`src/lbdor_pkg.sv`:
```
package lbdor_pkg;
  localparam logic [11:0] IDX_EXTRA = 12'h020B;
  localparam logic [11:0] IDX_SYNC = 12'h020F;
  localparam logic [11:0] IDX_DDC = 12'h0210;
  localparam logic [11:0] IDX_THR_I = 12'h0211;
  localparam logic [11:0] IDX_THR_Q = 12'h0212;
  localparam logic [11:0] IDX_CTRL = 12'h0300;
  localparam logic [11:0] IDX_FRAME = 12'h0301;
  localparam logic [11:0] IDX_STAT = 12'h0302;
  localparam logic [11:0] IDX_MASK = 12'h0303;
  localparam logic [13:0] ADDR_EXTRA = {IDX_EXTRA, 2'b00};
  localparam logic [13:0] ADDR_SYNC = {IDX_SYNC, 2'b00};
  localparam logic [13:0] ADDR_DDC = {IDX_DDC, 2'b00};
  localparam logic [13:0] ADDR_THR_I = {IDX_THR_I, 2'b00};
  localparam logic [13:0] ADDR_THR_Q = {IDX_THR_Q, 2'b00};
  localparam logic [13:0] ADDR_CTRL = {IDX_CTRL, 2'b00};
  localparam logic [13:0] ADDR_FRAME = {IDX_FRAME, 2'b00};
  localparam logic [13:0] ADDR_STAT = {IDX_STAT, 2'b00};
  localparam logic [13:0] ADDR_MASK = {IDX_MASK, 2'b00};
  localparam logic [7:0] RST_EXTRA = 8'h00;
  localparam logic [1:0] RST_SYNC = 2'h0;
  localparam logic RST_FILTER_GAIN_A = 1'b0;
  localparam logic [7:0] RST_THR_I = 8'hF2;
  localparam logic [7:0] RST_THR_Q = 8'hAB;
  localparam logic [7:0] RST_CTRL = 8'h00;
  localparam logic [5:0] RST_FRAME = 6'h00;
  localparam logic [3:0] RST_IRQ = 4'h0;
  localparam int EXTRA_SER_BIT = 0;
  localparam int CTRL_LINK_EN_BIT = 0;
  localparam int CTRL_PD_BIT = 1;
  localparam int CTRL_TEST_LSB = 4;
  localparam int EV_OVR_I = 0;
  localparam int EV_OVR_Q = 1;
  localparam int EV_LIVE_WRITE = 2;
  localparam int EV_RSVD_SYNC = 3;
  localparam logic [1:0] SYNC_CRC12 = 2'h0;
  localparam logic [1:0] SYNC_FEC = 2'h2;
  localparam logic [3:0] TEST_OFF = 4'h0;
  localparam logic [3:0] TEST_RAMP_ALT = 4'h5;
  localparam logic [1:0] RESP_OKAY = 2'b00;
  localparam logic [1:0] RESP_SLVERR = 2'b10;
endpackage

```
`src/lbdor_regs.sv`:
```
// Summary of operation
// - Extra-lane bits 7:1 each enable link-layer clocks of lane Bn.
// - Bit 0 at one also powers extra-lane serializers so they transmit.
// - Extra lanes run at the framing mode's rate and test pattern setting.
// - Extra-only lanes send octet ramp when test pattern select is 0 or 5.
// - Channel power-down keeps all lanes, extra ones too, inactive.
// - Serializer n is clocked only when lanes 0 to n-1 are enabled.
// - Sync-word field bits 1:0 act only in 64b/66b framing modes.
// - Sync field 0 sends CRC-12, 2 sends FEC parity, 1 and 3 reserved.
// - All sync-word command fields are sent as zero idle headers.
// - Down-converter bit 0 adds 6.02 dB filter gain, else 0 dB.
// - In-phase threshold sets over-range bit 0 carried with I samples.
// - Quadrature threshold sets over-range bit 1 carried with Q samples.
// - Threshold level equals value over 256 of full scale.
//
// Chosen here: register access over AXI4-Lite.
module lbdor_regs #(
  parameter int LANES = 8,
  parameter int SMP_W = 16,
  parameter int CMD_W = 8
) (
  input wire logic SYS_CLK,
  input wire logic RESET,
  input wire logic [13:0] S_AXI_AWADDR,
  input wire logic S_AXI_AWVALID,
  output logic S_AXI_AWREADY,
  input wire logic [31:0] S_AXI_WDATA,
  input wire logic [3:0] S_AXI_WSTRB,
  input wire logic S_AXI_WVALID,
  output logic S_AXI_WREADY,
  output logic [1:0] S_AXI_BRESP,
  output logic S_AXI_BVALID,
  input wire logic S_AXI_BREADY,
  input wire logic [13:0] S_AXI_ARADDR,
  input wire logic S_AXI_ARVALID,
  output logic S_AXI_ARREADY,
  output logic [31:0] S_AXI_RDATA,
  output logic [1:0] S_AXI_RRESP,
  output logic S_AXI_RVALID,
  input wire logic S_AXI_RREADY,
  input wire logic [LANES-1:0] MODE_LANES,
  input wire logic MODE_64B66B,
  output logic [5:0] FRAMING_MODE_SELECT,
  output logic [3:0] TEST_PATTERN_SELECT,
  output logic [LANES-1:0] LANE_CLK_EN,
  output logic [LANES-1:0] LANE_SER_EN,
  output logic [LANES-1:0] LANE_RAMP,
  output logic SYNC_CRC_EN,
  output logic SYNC_FEC_EN,
  output logic [CMD_W-1:0] SYNC_CMD,
  input wire logic SAMPLE_VALID,
  input wire logic [SMP_W-1:0] I_IN,
  input wire logic [SMP_W-1:0] Q_IN,
  output logic OUT_VALID,
  output logic [SMP_W-1:0] I_OUT,
  output logic [SMP_W-1:0] Q_OUT,
  output logic OVR_I,
  output logic OVR_Q,
  output logic IRQ
);
  logic [13:0] aw_addr_ff;
  logic aw_hold_ff;
  logic [7:0] w_data_ff;
  logic w_strb_ff;
  logic w_hold_ff;
  logic bvalid_ff;
  logic [1:0] bresp_ff;
  logic rvalid_ff;
  logic [1:0] rresp_ff;
  logic [7:0] rdata_ff;
  logic [7:0] extra_ff;
  logic [1:0] sync_ff;
  logic filter_gain_a_ff;
  logic [7:0] thr_i_ff;
  logic [7:0] thr_q_ff;
  logic [7:0] ctrl_ff;
  logic [5:0] frame_ff;
  logic [3:0] stat_ff;
  logic [3:0] mask_ff;
  logic [LANES-1:0] lane_clk_ff;
  logic [LANES-1:0] lane_ser_ff;
  logic [LANES-1:0] lane_ramp_ff;
  logic crc_ff;
  logic fec_ff;
  logic out_valid_ff;
  logic [SMP_W-1:0] smp_ff [2];
  logic [1:0] hit_ff;

  // Write channel: address and data are caught independently, then committed together.
  wire aw_hs = S_AXI_AWVALID & S_AXI_AWREADY;
  wire w_hs = S_AXI_WVALID & S_AXI_WREADY;
  wire wr_fire = aw_hold_ff & w_hold_ff & ~bvalid_ff;
  wire [11:0] wr_idx = aw_addr_ff[13:2];
  wire hit_extra = wr_idx == lbdor_pkg::ADDR_EXTRA[13:2];
  wire hit_sync = wr_idx == lbdor_pkg::ADDR_SYNC[13:2];
  wire hit_ddc = wr_idx == lbdor_pkg::ADDR_DDC[13:2];
  wire hit_thr_i = wr_idx == lbdor_pkg::ADDR_THR_I[13:2];
  wire hit_thr_q = wr_idx == lbdor_pkg::ADDR_THR_Q[13:2];
  wire hit_ctrl = wr_idx == lbdor_pkg::ADDR_CTRL[13:2];
  wire hit_frame = wr_idx == lbdor_pkg::ADDR_FRAME[13:2];
  wire hit_stat = wr_idx == lbdor_pkg::ADDR_STAT[13:2];
  wire hit_mask = wr_idx == lbdor_pkg::ADDR_MASK[13:2];
  wire wr_mapped = hit_extra | hit_sync | hit_ddc | hit_thr_i | hit_thr_q | hit_ctrl | hit_frame | hit_stat | hit_mask;
  wire wr_en = wr_fire & w_strb_ff;
  wire we_extra = wr_en & hit_extra;
  wire we_sync = wr_en & hit_sync;
  wire we_stat = wr_en & hit_stat;

  assign S_AXI_AWREADY = ~aw_hold_ff & ~bvalid_ff;
  assign S_AXI_WREADY = ~w_hold_ff & ~bvalid_ff;
  assign S_AXI_BVALID = bvalid_ff;
  assign S_AXI_BRESP = bresp_ff;

  always_ff @(posedge SYS_CLK) begin
    if (RESET) begin
      aw_hold_ff <= 1'b0;
      w_hold_ff <= 1'b0;
      bvalid_ff <= 1'b0;
      bresp_ff <= lbdor_pkg::RESP_OKAY;
      aw_addr_ff <= 14'h0000;
      w_data_ff <= 8'h00;
      w_strb_ff <= 1'b0;
    end else begin
      if (aw_hs) aw_addr_ff <= S_AXI_AWADDR;
      if (w_hs) begin
        w_data_ff <= S_AXI_WDATA[7:0];
        w_strb_ff <= S_AXI_WSTRB[0];
      end
      aw_hold_ff <= (aw_hold_ff | aw_hs) & ~wr_fire;
      w_hold_ff <= (w_hold_ff | w_hs) & ~wr_fire;
      if (wr_fire) bresp_ff <= wr_mapped ? lbdor_pkg::RESP_OKAY : lbdor_pkg::RESP_SLVERR;
      bvalid_ff <= wr_fire | (bvalid_ff & ~S_AXI_BREADY);
    end
  end

  // Read channel: one read in flight, answered on the cycle after the address is taken.
  wire ar_hs = S_AXI_ARVALID & S_AXI_ARREADY;
  wire [11:0] rd_idx = S_AXI_ARADDR[13:2];
  wire rd_extra = rd_idx == lbdor_pkg::ADDR_EXTRA[13:2];
  wire rd_sync = rd_idx == lbdor_pkg::ADDR_SYNC[13:2];
  wire rd_ddc = rd_idx == lbdor_pkg::ADDR_DDC[13:2];
  wire rd_thr_i = rd_idx == lbdor_pkg::ADDR_THR_I[13:2];
  wire rd_thr_q = rd_idx == lbdor_pkg::ADDR_THR_Q[13:2];
  wire rd_ctrl = rd_idx == lbdor_pkg::ADDR_CTRL[13:2];
  wire rd_frame = rd_idx == lbdor_pkg::ADDR_FRAME[13:2];
  wire rd_stat = rd_idx == lbdor_pkg::ADDR_STAT[13:2];
  wire rd_mask = rd_idx == lbdor_pkg::ADDR_MASK[13:2];
  wire rd_mapped = rd_extra | rd_sync | rd_ddc | rd_thr_i | rd_thr_q | rd_ctrl | rd_frame | rd_stat | rd_mask;
  wire [7:0] rd_mux = ({8{rd_extra}} & extra_ff) | ({8{rd_sync}} & {6'h00, sync_ff})
    | ({8{rd_ddc}} & {7'h00, filter_gain_a_ff}) | ({8{rd_thr_i}} & thr_i_ff) | ({8{rd_thr_q}} & thr_q_ff)
    | ({8{rd_ctrl}} & ctrl_ff) | ({8{rd_frame}} & {2'h0, frame_ff})
    | ({8{rd_stat}} & {4'h0, stat_ff}) | ({8{rd_mask}} & {4'h0, mask_ff});

  assign S_AXI_ARREADY = ~rvalid_ff;
  assign S_AXI_RVALID = rvalid_ff;
  assign S_AXI_RRESP = rresp_ff;
  assign S_AXI_RDATA = {24'h00_0000, rdata_ff};

  always_ff @(posedge SYS_CLK) begin
    if (RESET) begin
      rvalid_ff <= 1'b0;
      rresp_ff <= lbdor_pkg::RESP_OKAY;
      rdata_ff <= 8'h00;
    end else begin
      if (ar_hs) begin
        rdata_ff <= rd_mux;
        rresp_ff <= rd_mapped ? lbdor_pkg::RESP_OKAY : lbdor_pkg::RESP_SLVERR;
      end
      rvalid_ff <= ar_hs | (rvalid_ff & ~S_AXI_RREADY);
    end
  end

  // Configuration storage; reserved bits are not stored and read as zero.
  always_ff @(posedge SYS_CLK) begin
    if (RESET) begin
      extra_ff <= lbdor_pkg::RST_EXTRA;
      sync_ff <= lbdor_pkg::RST_SYNC;
      filter_gain_a_ff <= lbdor_pkg::RST_FILTER_GAIN_A;
      thr_i_ff <= lbdor_pkg::RST_THR_I;
      thr_q_ff <= lbdor_pkg::RST_THR_Q;
      ctrl_ff <= lbdor_pkg::RST_CTRL;
      frame_ff <= lbdor_pkg::RST_FRAME;
      mask_ff <= lbdor_pkg::RST_IRQ;
    end else begin
      if (we_extra) extra_ff <= w_data_ff;
      if (we_sync) sync_ff <= w_data_ff[1:0];
      if (wr_en & hit_ddc) filter_gain_a_ff <= w_data_ff[0];
      if (wr_en & hit_thr_i) thr_i_ff <= w_data_ff;
      if (wr_en & hit_thr_q) thr_q_ff <= w_data_ff;
      if (wr_en & hit_ctrl) ctrl_ff <= {w_data_ff[7:4], 2'b00, w_data_ff[1:0]};
      if (wr_en & hit_frame) frame_ff <= w_data_ff[5:0];
      if (wr_en & hit_mask) mask_ff <= w_data_ff[3:0];
    end
  end

  wire link_en = ctrl_ff[lbdor_pkg::CTRL_LINK_EN_BIT];
  wire link_up = link_en & ~ctrl_ff[lbdor_pkg::CTRL_PD_BIT];
  wire [3:0] test_sel = ctrl_ff[lbdor_pkg::CTRL_TEST_LSB +: 4];
  wire ramp_test = (test_sel == lbdor_pkg::TEST_OFF) | (test_sel == lbdor_pkg::TEST_RAMP_ALT);
  wire ser_scope = extra_ff[lbdor_pkg::EXTRA_SER_BIT];

  // Events are sticky; a new event in the clearing cycle keeps its bit set.
  wire [3:0] events;
  assign events[lbdor_pkg::EV_OVR_I] = hit_ff[0] & out_valid_ff;
  assign events[lbdor_pkg::EV_OVR_Q] = hit_ff[1] & out_valid_ff;
  assign events[lbdor_pkg::EV_LIVE_WRITE] = (we_extra | we_sync) & link_en;
  assign events[lbdor_pkg::EV_RSVD_SYNC] = we_sync & w_data_ff[0];
  wire [3:0] stat_clr = we_stat ? w_data_ff[3:0] : 4'h0;
  wire [3:0] nxt_stat = (stat_ff & ~stat_clr) | events;

  always_ff @(posedge SYS_CLK) begin
    if (RESET) begin
      stat_ff <= lbdor_pkg::RST_IRQ;
    end else begin
      stat_ff <= nxt_stat;
    end
  end

  assign IRQ = |(stat_ff & mask_ff);

  // Lane enables: serializer n also needs every lower lane clocked.
  wire [LANES-1:0] lane_clk;
  wire [LANES-1:0] lane_ser;
  wire [LANES-1:0] lane_ramp;
  wire [LANES:0] lower_ok;
  assign lower_ok[0] = 1'b1;
  for (genvar n = 0; n < LANES; n++) begin : g_lane
    wire extra_req = (n != 0) & extra_ff[n];
    assign lane_clk[n] = link_up & (MODE_LANES[n] | extra_req);
    assign lower_ok[n+1] = lower_ok[n] & lane_clk[n];
    assign lane_ser[n] = link_up & (MODE_LANES[n] | (extra_req & ser_scope)) & lower_ok[n];
    assign lane_ramp[n] = lane_clk[n] & ~MODE_LANES[n] & ramp_test;
  end

  always_ff @(posedge SYS_CLK) begin
    if (RESET) begin
      lane_clk_ff <= '0;
      lane_ser_ff <= '0;
      lane_ramp_ff <= '0;
      crc_ff <= 1'b0;
      fec_ff <= 1'b0;
    end else begin
      lane_clk_ff <= lane_clk;
      lane_ser_ff <= lane_ser;
      lane_ramp_ff <= lane_ramp;
      crc_ff <= link_up & MODE_64B66B & (sync_ff == lbdor_pkg::SYNC_CRC12);
      fec_ff <= link_up & MODE_64B66B & (sync_ff == lbdor_pkg::SYNC_FEC);
    end
  end

  assign LANE_CLK_EN = lane_clk_ff;
  assign LANE_SER_EN = lane_ser_ff;
  assign LANE_RAMP = lane_ramp_ff;
  assign FRAMING_MODE_SELECT = frame_ff;
  assign TEST_PATTERN_SELECT = test_sel;
  assign SYNC_CRC_EN = crc_ff;
  assign SYNC_FEC_EN = fec_ff;
  assign SYNC_CMD = '0;

  // Sample path: optional doubling with saturation, then magnitude against threshold.
  wire [SMP_W-1:0] smp_in [2];
  wire [7:0] thr [2];
  wire [SMP_W-1:0] smp_out [2];
  wire [1:0] hit;
  assign smp_in[0] = I_IN;
  assign smp_in[1] = Q_IN;
  assign thr[0] = thr_i_ff;
  assign thr[1] = thr_q_ff;
  for (genvar c = 0; c < 2; c++) begin : g_chan
    wire [SMP_W:0] dbl = {smp_in[c], 1'b0};
    wire ovf = dbl[SMP_W] ^ dbl[SMP_W-1];
    wire [SMP_W-1:0] sat = {dbl[SMP_W], {(SMP_W-1){~dbl[SMP_W]}}};
    wire [SMP_W-1:0] boosted = ovf ? sat : dbl[SMP_W-1:0];
    assign smp_out[c] = filter_gain_a_ff ? boosted : smp_in[c];
    wire [SMP_W-1:0] mag = smp_out[c][SMP_W-1] ? (~smp_out[c] + 1'b1) : smp_out[c];
    wire [SMP_W-1:0] level = {1'b0, thr[c], {(SMP_W-9){1'b0}}};
    assign hit[c] = SAMPLE_VALID & (mag >= level);
  end

  always_ff @(posedge SYS_CLK) begin
    if (RESET) begin
      out_valid_ff <= 1'b0;
      smp_ff[0] <= '0;
      smp_ff[1] <= '0;
      hit_ff <= 2'b00;
    end else begin
      out_valid_ff <= SAMPLE_VALID;
      smp_ff[0] <= smp_out[0];
      smp_ff[1] <= smp_out[1];
      hit_ff <= hit;
    end
  end

  assign OUT_VALID = out_valid_ff;
  assign I_OUT = smp_ff[0];
  assign Q_OUT = smp_ff[1];
  assign OVR_I = hit_ff[0];
  assign OVR_Q = hit_ff[1];

  wire [LANES-1:0] chain_bad;
  for (genvar k = 1; k < LANES; k++) begin : g_chk
    assign chain_bad[k] = lane_ser_ff[k] & ~(&lane_clk_ff[k-1:0]);
  end
  assign chain_bad[0] = 1'b0;
endmodule

```
`config.mk`:
```
export PLATFORM = sky130hd
export DESIGN_NAME = lbdor_regs
export DESIGN_NICKNAME = d
export VERILOG_FILES = /design/src/lbdor_pkg.sv /design/src/lbdor_regs.sv
export SDC_FILE = /design/constraint.sdc
export NUM_CORES = 1
export LEC_CHECK = 0
export BUFFER_PORTS_ARGS = -buffer_cell sky130_fd_sc_hd__buf_4
export CAP_MARGIN = 10
export CORE_ASPECT_RATIO = 0.75
export CORE_MARGIN = 3
export CORE_UTILIZATION = 25
export DETAILED_ROUTE_END_ITERATION = 12
export GPL_ROUTABILITY_DRIVEN = 0
export MAX_ROUTING_LAYER = met4
export PLACE_DENSITY_LB_ADDON = 0.15
export SLEW_MARGIN = 15
export SYNTH_ARGS = -nofsm -noshare
export SYNTH_HDL_FRONTEND = slang
export SYNTH_SLANG_ARGS = --single-unit
```
`constraint.sdc`:
```
create_clock -name SYS_CLK -period 3 [get_ports SYS_CLK]
set_input_delay 0.3 -clock SYS_CLK [delete_from_list [all_inputs] [get_ports SYS_CLK]]
set_output_delay 0.3 -clock SYS_CLK [all_outputs]
set_load 0.05 [all_outputs]
```
# Yosys cells after proc, flatten, opt, wreduce, memory -nomap -nowiden
# Memories as Yosys holds them, arrays and structs flattened.
# Index checks and enable logic that the tools add are counted.
# W data, S select, Z words.
[totals] mem_bits_rw=32 output_inout_bits=121 reg_bits=115 inputBits=113 memories=1 elab_cells=231
[mem_list] name="smp_ff" words=2 width=16 rd=2 rd_ports_with_merged_regs=0 wr=2 line_no="lbdor_regs.sv:86" text="logic [SMP_W-1:0] smp_ff [2];"
[classes] n_lt_le_gt_ge=2 bitwise=163 addsub=2 reduce_logical=3 mux=14 eq_ne=20
[ops] cell="$eq A12 B10 Y1 const B" count=18
[ops] cell="$mux W16" count=8
[ops] cell="$and A1 B1 Y1" count=82
[ops] cell="$or A8 B8 Y8" count=8
[ops] cell="$or A1 B1 Y1" count=38
[ops] cell="$add A16 B1 Y16 const B" count=2
[ops] cell="$and A8 B8 Y8" count=4
[ops] cell="$ge A16 B15 Y1" count=2
[ops] cell="$not A16 Y16" count=2
[ops] cell="$not A1 Y1" count=18
[ops] cell="$and A8 B4 Y8" count=2
[ops] cell="$and A4 B4 Y4" count=2
[ops] cell="$and A8 B1 Y8" count=1
[ops] cell="$and A8 B2 Y8" count=1
[ops] cell="$and A8 B6 Y8" count=1
[ops] cell="$eq A4 B3 Y1 const B" count=1
[ops] cell="$logic_not A4 Y1" count=1
[ops] cell="$mux W2" count=2
[ops] cell="$mux W4" count=1
[ops] cell="$not A4 Y4" count=1
[ops] cell="$or A4 B4 Y4" count=1
[ops] cell="$reduce_or A4 Y1" count=1
[ops] cell="$mux W1" count=3
[ops] cell="$eq A2 B2 Y1 const B" count=1
[ops] cell="other kinds (2)" count=3

# Logic depth before layout (Yosys ltp)
# Gate-level depths: netlist of the first run.
[depth] word_depth=10 depth_mapped=16 mapped_depth_nobuf=15

# Worst setup path after synthesis of the first run
# Ideal clock, no wire load.
[synth_timing] kind="input port to flip-flop" start="input port Q_IN[14]" end="register hit_ff[1]" path_slack_ns=-0.169 path_buffers=1 setup_time_ns=0.130 t_arrival_ns=3.040 stages=14 required_time_ns=2.870 cell_sequence="inv_1 -> ha_1 -> or2_2 -> clkbuf_1 -> nand3_1 -> o21ai_0 -> and3_1 -> a21oi_1 -> xor2_1 -> ha_1 -> and3_1 -> a221o_1 -> a221oi_1 -> o22ai_1"
[synth_via] elab_chain_cells=8
[synth_lines] element="start, declared" line_no="lbdor_regs.sv:53" text="input wire logic [SMP_W-1:0] Q_IN,"
[synth_lines] element="$xor A1 B1 Y1" line_no="lbdor_regs.sv:271" text="wire ovf = dbl[SMP_W] ^ dbl[SMP_W-1];"
[synth_lines] element="$mux W16" line_no="lbdor_regs.sv:273" text="wire [SMP_W-1:0] boosted = ovf ? sat : dbl[SMP_W-1:0];"
[synth_lines] element="$mux W16 (*)" line_no="lbdor_regs.sv:274" text="assign smp_out[c] = filter_gain_a_ff ? boosted : smp_in[c];"
[synth_lines] element="$not A16 Y16" line_no="lbdor_regs.sv:275" text="wire [SMP_W-1:0] mag = smp_out[c][SMP_W-1] ? (~smp_out[c] + 1'b1) : smp_out[c];"
[synth_lines] element="$add A16 B1 Y16" line_no="lbdor_regs.sv:275"
[synth_lines] element="$mux W16 (*)" line_no="lbdor_regs.sv:275"
[synth_lines] element="$ge A16 B15 Y1 (*)" line_no="lbdor_regs.sv:277" text="assign hit[c] = SAMPLE_VALID & (mag >= level);"
[synth_lines] element="$and A1 B1 Y1 (*)" line_no="lbdor_regs.sv:277"
[synth_lines] element="end signal, assigned" line_no="lbdor_regs.sv:290" text="hit_ff <= hit;"
[synth_lines] element="end, declared" line_no="lbdor_regs.sv:87" text="logic [1:0] hit_ff;"
# Mark *: on every way between the ends. The rest lies on a longest branch, timed or not.
# A chain may end at the register's enable or synchronous reset.

# Worst setup path in the final report of the first run
[layout_timing] start="register filter_gain_a_ff" end="register hit_ff[1]"
[layout_via] elab_chain_cells=6
[layout_lines] element="start, declared" line_no="lbdor_regs.sv:73" text="logic filter_gain_a_ff;"
[layout_lines] element="start signal, assigned" line_no="lbdor_regs.sv:178" text="filter_gain_a_ff <= lbdor_pkg::RST_FILTER_GAIN_A;"
[layout_lines] element="start signal, assigned" line_no="lbdor_regs.sv:187" text="if (wr_en & hit_ddc) filter_gain_a_ff <= w_data_ff[0];"
[layout_lines] element="$mux W16 (*)" line_no="lbdor_regs.sv:274"
[layout_lines] element="$not A16 Y16" line_no="lbdor_regs.sv:275"
[layout_lines] element="$add A16 B1 Y16" line_no="lbdor_regs.sv:275"
[layout_lines] element="$mux W16 (*)" line_no="lbdor_regs.sv:275"
[layout_lines] element="$ge A16 B15 Y1 (*)" line_no="lbdor_regs.sv:277"
[layout_lines] element="$and A1 B1 Y1 (*)" line_no="lbdor_regs.sv:277"
# Marked as above.

==> flow_summary.yaml, run 1 <==
status:
  status: "finished, final reports clean"
cts:
  postCtsHoldBufs: 0
  cts_buffers: 17
  tritoncts: "done"
  htreeDepth: 4
  clock_latency_ns: 0.43
  clockRootBuffer: "clkbuf_16"
  ctsLongestPathBuffers: 2
  clkSinkCount: 142
  path_clk_slew_ns: 0.06
logic_synthesis:
  yosys.area.top_type: "dfxtp_1"
  synth_seq_cells: 142
  synth_edf_count: 0
  yosys-top-cells-count: "149 x nor2_1, 142 x dfxtp_1, 70 x a21oi_1"
  async_reset_ff_share_pct: 0
  ys.flop_type: "dfxtp_1"
  synth.cell_area_um2: 7237
  ys_seq_area_share_pct: 39.28
  yosys.area.top_type_share_pct: 39.28
  ys_types: 70
  syn_inst: 861
  yosysWarnings: 0
  synth_area_leaders: "dfxtp_1 39%, nor2_1 7.7%, mux2i_1 6.6%, a21oi_1 4.8%, ha_1 4.1%"
  yosysMostFrequentCell: "nor2_1"
  syn_area_per_cell_um2: 8.405
setup_path:
  arrival_ns: 3.16
  crit_path_start_kind: "flop"
  reg2reg_depth: 12
  slowest_delay_ns: 0.38
  regToRegStartpoint: "filter_gain_a_ff"
  r2r-end: "hit_ff[1]"
  critical_path.cell_chain: "buf_12 -> and3b_1 -> o21a_1 -> o21a_1 -> and3_4 -> a21oi_4 -> xor2_1 -> ha_1 -> and3_4 -> a221o_1 -> a221oi_2 -> o22ai_1"
  end_kind: "flop"
  worstSetupPathType: "reg -> reg"
  slowest_stage: "dfxtp_4"
  r2r_slack_ns: 0.14
  cp.required_ns: 3.31
  crit_fanout: 13
placement:
  port_buffers: 168
  hpwl_mm: 19.04
  placed_cells: 1433
  placed_cell_area_um2: 9241
  place_ws_ns: -0.3871
cells_and_area:
  finish.instance_area_um2: 10010
  fill_cells: 3022
  area.sequential_um2: 2846
  syn_to_final_growth_pct: 38.33
  layout.nets: 1213
  final_core_utilization_pct: 35.44
  final_cells: 1475
  multi_input_area_um2: 4023
  drive_gt1_share_pct: 30.12
sta:
  max-slew-margin-rel_pct: 55.92
  min_period_over_period_pct: 95.19
  worst_pin_slew_ns: 0.6552
  finalHoldViolCount: 0
  holdWs_ns: 0.03858
  fin_skew_ns: 0.01046
  final_max_slew_viol_count: 0
  setup_viol: 0
  fmax_mhz: 350.2
  period_minus_slack_ns: 2.856
  layout_setup_ws_ns: 0.1442
power_and_ir_drop:
  p_leak_nw: 4.462
  ir_worst_vdd_mv: 0.3883
  pwr_density_cell_nw_per_um2: 508.7
grt:
  track_usage_pct: 16.14
  met1_usage_pct: 23.14
  grt.busiest_layer: "met1"
  met2_usage_pct: 22.35
  first_global_vias: 6469
  antenna_found_initial: 1
  overflow: 0
  grt_max_degree: 52
  grt_pass1_wl_mm: 37.79
  use_met3_pct: 4.258
die:
  coreArea_um2: 28250
  chipHeight_um: 153.3
  io_pins: 234
  die_w_um: 202.5
  die_area_um2: 31050
  initial_core_util_pct: 25.62
  row_count: 53
detailed_routing:
  antenna_left: 0
  firstDrtPassIters: 5
  post-route-drc-count: 0
  wire_per_inst_um: 16.72
  drtIter0Drc: 395
  via_per_inst: 4.520
  routed_wl_mm: 24.67
  via_count: 6667
hold_path:
  hp-class: "in -> reg"
  worstHoldStart: "MODE_LANES[5]"
  min_to: "LANE_RAMP[5]"
  whs_path_depth: 2
flow_run:
  maxCapViolCount: 0
[power breakdown]
part | internal, mW | total [mW] | switching [mW]
clock | 1.32 | 2.21 | 0.892
combinational | 0.329 | 0.884 | 0.554
sequential | 1.94 | 2.00 | 0.0518
total | 3.59 | 5.09 | 1.50
[metal layers]
metal | share of wire, % | up-vias | routed length [um]
li1 | - | 3371 | -
met1 | 52 | 3119 | 12750
met2 | 42 | 160 | 10290
met3 | 5.5 | 17 | 1348
met4 | 1.1 | 0 | 280
met5 | 0 | - | 0
[final cells by class]
class                   instances  area share (%)
multi-input cells             632           40.18
flip-flops and latches        142           28.43
repair buffers                245           18.97
well taps                     385           4.812
clock buffers                  21           4.799
inverters                      38           1.462
clock inverters                11           1.312
diodes                          1         0.02500
[cells in the final DEF, fill, tap and decap left out, types with 4 or more instances in the layout]
master        n
dfxtp_1     141
mux2i_1      47
a31oi_1       8
nand2b_1      7
nor3_1       22
xor2_1        9
o21ai_0      21
and3_1        6
nor3b_1       8
a22oi_1       7
nand3_1      19
conb_1       35
a311oi_1      6
nor2_1      147
ha_1         22
buf_4       241
mux2_2        5
xnor2_1       8
a211oi_1      7
clkinvlp_4    4
clkbuf_8      4
nor2b_1      21
a211o_1      10
nand2_1      48
inv_1        37
a21oi_1      68
clkbuf_16    19
a31o_2        8
[through the flow]
step / setup TNS, ns / power, mW
finish: 0 / 5.093
floorplan: 0 / 2.611
CTS: 0 / 5.170
global route: -0.01015 / 5.343
global placement: -0.4447 / 2.911
detailed placement: -0.5885 / 2.912
[how the worst max path moves through the flow]
stage          slack, ns  cells after the start              from   endpoint
2_1_floorplan      0.005                     15          I_IN[14]  hit_ff[0]
3_3_place_gp       -0.27                     15          Q_IN[14]  hit_ff[1]
3_5_place_dp       -0.39                     15          Q_IN[14]  hit_ff[1]
4_1_cts             0.02                     12  filter_gain_a_ff  hit_ff[1]
5_1_grt            -0.01                     12  filter_gain_a_ff  hit_ff[1]
6_report            0.14                     12  filter_gain_a_ff  hit_ff[1]
[worst max-delay path: cells and delay by family (launching register included)]
kind | cells | cell delay, ns
and+or+nand+nor | 3 | 0.52
adders and majority gates | 1 | 0.27
xor gates and xnor gates | 1 | 0.17
AOI/OAI and AO/OA | 6 | 1.22
buffers and inverters | 1 | 0.15
DFF | 1 | 0.38
[flip-flops by register name (all words and copies together) (netlist names), 2 cells and up]
name,cells
smp_ff,32
aw_addr_ff,12
LANE_CLK_EN,8
LANE_RAMP,8
extra_ff,8
rdata_ff,8
thr_i_ff,8
thr_q_ff,8
w_data_ff,8
LANE_SER_EN,7
FRAMING_MODE_SELECT,6
ctrl_ff,6
mask_ff,4
stat_ff,4
hit_ff,2
sync_ff,2
[kinds of logic after synthesis]
family,after synthesis,share of synthesized area (%)
AOI/OAI and AO/OA,181,16.48
xor gates and xnor gates,17,2.057
adders and majority gates,24,4.149
buffers and inverters,121,8.610
DFF,142,39.28
muxes,53,7.417
other,1,0.05182
and+or+nand+nor,322,21.96
[timing repair]
action / in CTS / in global routing
buffers inserted: 0 / 7
cloned: 0 / 2
hold endpoints to repair: 0 / 0
pin swaps: 0 / 7
resized for setup: 2 / 10
endpoints found under the setup margin: 1 / 2
Note: power is estimated with default switching activity, not from simulation.
==> inputs of run 2 (changes only) <==
==> constraint.sdc (replaced) <==
create_clock -name SYS_CLK -period 2.7 [get_ports SYS_CLK]
set_input_delay 0.27 -clock SYS_CLK [delete_from_list [all_inputs] [get_ports SYS_CLK]]
set_output_delay 0.27 -clock SYS_CLK [all_outputs]
set_load 0.05 [all_outputs]
==> flow_summary.yaml, run 2 (synthesis results as in run 1) <==
status:
  status: "complete, but fails checks"
  failed_checks: "negative setup slack"
sta:
  rsz0062_at_grt: "true"
  layout_setup_ws_ns: -0.1301
  setup_tns_ns: -0.2412
  min_period_over_period_pct: 104.8
  final_max_slew_viol_count: 0
  setup_viol: 2
  max-slew-margin-rel_pct: 55.12
  worst_pin_slew_ns: 0.6671
  fin_skew_ns: 0.009097
  finalHoldViolCount: 0
  fmax_mhz: 353.3
  period_minus_slack_ns: 2.830
cts:
  tritoncts: "done"
  path_clk_slew_ns: 0.07
  clockRootBuffer: "clkbuf_16"
  ctsLongestPathBuffers: 2
  htreeDepth: 4
  clock_latency_ns: 0.43
  clkSinkCount: 142
  cts_buffers: 17
setup_path:
  crit_fanout: 6
  regToRegStartpoint: "filter_gain_a_ff"
  cp.required_ns: 3.00
  reg2reg_depth: 15
  r2r-end: "hit_ff[0]"
  startpoint: "filter_gain_a_ff"
  crit_path_start_kind: "flop"
  r2r_slack_ns: -0.13
  arrival_ns: 3.13
  worstSetupPathType: "reg -> reg"
  end_kind: "flop"
cells_and_area:
  area.sequential_um2: 2846
  top_regs: "smp_ff: 32 flops, aw_addr_ff: 12 flops"
  multi_input_area_um2: 4091
  fill_cells: 2975
  regMostFlops: "smp_ff"
  final_core_utilization_pct: 36.71
  drive_gt1_share_pct: 32.86
  antenna_cells: 0
  layout.nets: 1250
  final_common_cell: "buf_4"
  syn_to_final_growth_pct: 43.31
  largest_register_ffs: 32
  final_cell_mix: "275 x buf_4, 144 x nor2_1, 141 x dfxtp_1"
hold_path:
  worstHoldStart: "MODE_LANES[4]"
  min_to: "LANE_RAMP[4]"
  whs_path_depth: 2
  hp-class: "in -> reg"
placement:
  port_buffers: 168
  hpwl_mm: 19.30
die:
  initial_core_util_pct: 25.62
  chipHeight_um: 153.3
  row_count: 53
  die_area_um2: 31050
  die_w_um: 202.5
  coreArea_um2: 28250
  io_pins: 234
grt:
  track_usage_pct: 16.62
  antenna_found_initial: 0
  first_global_vias: 6753
  grt_max_degree: 47
  overflow: 0
  grt_pass1_wl_mm: 39.25
power_and_ir_drop:
  pwr_density_cell_nw_per_um2: 548.6
  ir_worst_vdd_mv: 0.4812
  p_leak_nw: 4.658
detailed_routing:
  via_per_inst: 4.512
  via_count: 6818
  firstDrtPassIters: 5
  drtIter0Drc: 412
  post-route-drc-count: 0
  wire_per_inst_um: 16.77
  antenna_left: 0
  routed_wl_mm: 25.34
flow_run:
  maxCapViolCount: 0
## run 2: worst max path at each step
| stage | to | slack, ns | depth (start not counted) |
|---|---|---|---|
| floorplan | hit_ff[0] | -0.20 | 15 |
| CTS | hit_ff[0] | -0.12 | 15 |
| global route | hit_ff[0] | -0.33 | 14 |
| finish | hit_ff[0] | -0.13 | 15 |
| global placement | hit_ff[0] | -0.42 | 15 |
| detailed placement | hit_ff[0] | -0.49 | 15 |
## run 2: critical path: stages (launching register included)
cell	delay (ns)
dfxtp_4	0.36
buf_12	0.13
buf_12	0.14
o21ba_4	0.16
a31oi_4	0.15
nand4b_1	0.21
buf_4	0.20
nor2_2	0.09
nor2_1	0.05
xor2_1	0.14
ha_1	0.31
and3_4	0.18
a221oi_2	0.24
o21ai_1	0.08
a31oi_1	0.13
o32ai_1	0.11
## run 2: repair_timing
item,4_1_cts,5_1_grt
pin swaps,23,2
gates cloned,1,0
buffers inserted,17,0
resized for setup,22,7
hold buffers,0,0
hold endpoints to repair,0,0
endpoints found under the setup margin,2,2
## run 2: per-layer routing
metal / track usage [%] / vias to the layer above / routed length (um) / share of wire (%)
met5: - / - / 0 / 0
met4: 3.066 / 0 / 146 / 0.58
met3: 3.406 / 12 / 1093 / 4.3
met2: 23.59 / 150 / 10740 / 42
met1: 24.42 / 3203 / 13350 / 53
li1: - / 3453 / - / -
## run 2: cell type report
class,instances,share of cell area (%)
inverters,38,1.460
repair buffers,282,21.24
flip-flops and latches,142,27.45
multi-input cells,632,39.45
clock inverters,12,1.544
clock buffers,20,4.210
well taps,385,4.645
## run 2: through the flow
step	power (mW)	hold WS (ns)	area [um2]	instances	worst slack, ns
2_1_floorplan	2.904	0.3461	7467	895	-0.1987
3_3_place_gp	3.273	0.4590	9482	1461	-0.4155
3_5_place_dp	3.270	0.4620	9482	1461	-0.4900
4_1_cts	5.766	0.003283	10340	1511	-0.1154
5_1_grt	5.930	0.006752	10370	1511	-0.3331
6_report	5.690	0.02262	10370	1511	-0.1301
## run 2: report_power, final
part	total, mW	switching (mW)	internal (mW)
logic	1.03	0.632	0.396
clock network	2.45	0.984	1.46
registers	2.22	0.0564	2.16
total	5.69	1.67	4.02
==> inputs of run 3 (changes only) <==
--- a/config.mk
+++ b/config.mk
@@ -14,6 +14,7 @@
 export GPL_ROUTABILITY_DRIVEN = 0
 export MAX_ROUTING_LAYER = met4
 export PLACE_DENSITY_LB_ADDON = 0.15
+export SKIP_LAST_GASP = 1
 export SLEW_MARGIN = 15
 export SYNTH_ARGS = -nofsm -noshare
 export SYNTH_HDL_FRONTEND = slang
==> constraint.sdc (replaced) <==
create_clock -name SYS_CLK -period 2.7 [get_ports SYS_CLK]
set_input_delay 0.27 -clock SYS_CLK [delete_from_list [all_inputs] [get_ports SYS_CLK]]
set_output_delay 0.27 -clock SYS_CLK [all_outputs]
set_load 0.01 [all_outputs]
==> flow_summary.yaml, run 3 (synthesis results as in run 1) <==
status:
  status: "complete, but fails checks"
  failed_checks: "negative setup slack"
die:
  row_count: 53
  io_pins: 234
  initial_core_util_pct: 25.62
  die_area_um2: 31050
  chipHeight_um: 153.3
  die_w_um: 202.5
  coreArea_um2: 28250
cells_and_area:
  largest_register_ffs: 32
  final_cells: 1511
  final_common_cell: "buf_4"
  layout.nets: 1250
  finish.instance_area_um2: 10370
  antenna_cells: 0
  syn_to_final_growth_pct: 43.31
  final_core_utilization_pct: 36.71
  drive_gt1_share_pct: 32.86
  area.sequential_um2: 2846
  multi_input_area_um2: 4091
  regMostFlops: "smp_ff"
  top_regs: "smp_ff: 32 flops, aw_addr_ff: 12 flops"
  fill_cells: 2975
  final_cell_mix: "275 x buf_4, 144 x nor2_1, 141 x dfxtp_1"
cts:
  tritoncts: "done"
  path_clk_slew_ns: 0.07
  cts_buffers: 17
  clkSinkCount: 142
  clock_latency_ns: 0.43
  postCtsHoldBufs: 0
  clockRootBuffer: "clkbuf_16"
  ctsLongestPathBuffers: 2
  htreeDepth: 4
setup_path:
  critical_path.cell_chain: "buf_12 -> buf_12 -> o21ba_4 -> a31oi_4 -> nand4b_1 -> buf_4 -> nor2_2 -> nor2_1 -> xor2_1 -> ha_1 -> and3_4 -> a221oi_2 -> o21ai_1 -> a31oi_1 -> o32ai_1"
  crit_fanout: 6
  slowest_delay_ns: 0.36
  slowest_stage: "dfxtp_4"
  worst-path-buf-inv: 3
  path_delay_family: "compound AO/OA/AOI/OAI gates"
  worstSetupPathType: "reg -> reg"
  end_kind: "flop"
  crit_path_start_kind: "flop"
  arrival_ns: 3.13
  cp.required_ns: 3.00
  worst_path_most_repeated_cell: "buf_12"
power_and_ir_drop:
  p_leak_nw: 4.658
  share_comb_of_total_power_pct: 14.7
  seqPwrFrac_pct: 40.5
  internal_power_mw: 4.015
  switching_power_mw: 1.452
  clkPwrFrac_pct: 44.7
  swShare_pct: 26.57
  ir_worst_vdd_mv: 0.4819
  pwr_density_cell_nw_per_um2: 527.2
  power.total_mw: 5.467
grt:
  grt_pass1_wl_mm: 39.25
  first_global_vias: 6755
  track_usage_pct: 16.62
  overflow: 0
  antenna_found_initial: 0
  grt_max_degree: 47
detailed_routing:
  firstDrtPassIters: 5
  wire_per_inst_um: 16.77
  via_count: 6816
  antenna_left: 0
  post-route-drc-count: 0
  drtIter0Drc: 393
  routed_wl_mm: 25.34
  via_per_inst: 4.511
sta:
  layout_setup_ws_ns: -0.1339
  worst_pin_slew_ns: 0.6483
  rsz0062_at_grt: "true"
  setup_tns_ns: -0.2458
  fmax_mhz: 352.9
  max-slew-margin-rel_pct: 56.38
  holdWs_ns: 0.02249
  setup_viol: 2
  fin_skew_ns: 0.008562
  finalHoldViolCount: 0
  final_max_slew_viol_count: 0
  min_period_over_period_pct: 105.0
  period_minus_slack_ns: 2.834
placement:
  placed_cell_area_um2: 9482
  hpwl_mm: 19.30
  place_ws_ns: -0.4900
  placed_cells: 1461
  port_buffers: 168
flow_run:
  maxCapViolCount: 0
hold_path:
  hp-class: "in -> reg"
==> run 3: cell counts in the layout (fill, tap and decap cells not counted) <==
Identical to the previous run, type by type.
==> run 3: what timing repair did <==
action / in CTS / in global routing
gates cloned: 1 / 0
setup endpoints to repair: 2 / 2
pin swaps: 23 / 2
setup buffers: 17 / 0
gates resized for setup: 22 / 7
==> run 3: final timing paths <==
check | cells after the start | endpoint | startpoint | slack [ns]
worst max-delay path | 15 | hit_ff[0] | filter_gain_a_ff | -0.13
worst min-delay path | 2 | LANE_RAMP[4] | MODE_LANES[4] | 0.02
worst max register to register | 15 | hit_ff[0] | filter_gain_a_ff | -0.13
worst min register to register | 2 | stat_ff[0] | hit_ff[0] | 0.49
==> run 3: routing by layer <==
layer / part of all wire, % / global-route usage [%]
met1: 52 / 24.40
met3: 4.7 / 3.406
met2: 42 / 23.61
met4: 0.66 / 3.066
met5: 0 / -
==> run 3: layout make-up <==
class                      instances  share of cell area (%)
inverter                          38                   1.460
multi-input combinational        632                   39.45
sequential                       142                   27.45
clock inverter                    12                   1.544
clock buffer                      20                   4.210
tap                              385                   4.645
timing repair buffer             282                   21.24
==> run 3: power by group through the flow <==
stage               sequential, mW  combinational (mW)  clock (mW)
global placement              2.26               0.786           0
detailed placement            2.26               0.783           0
CTS                           2.22               0.804        2.52
finish                        2.22               0.806        2.44
global route                  2.22               0.890        2.59
floorplan                     2.26               0.423           0
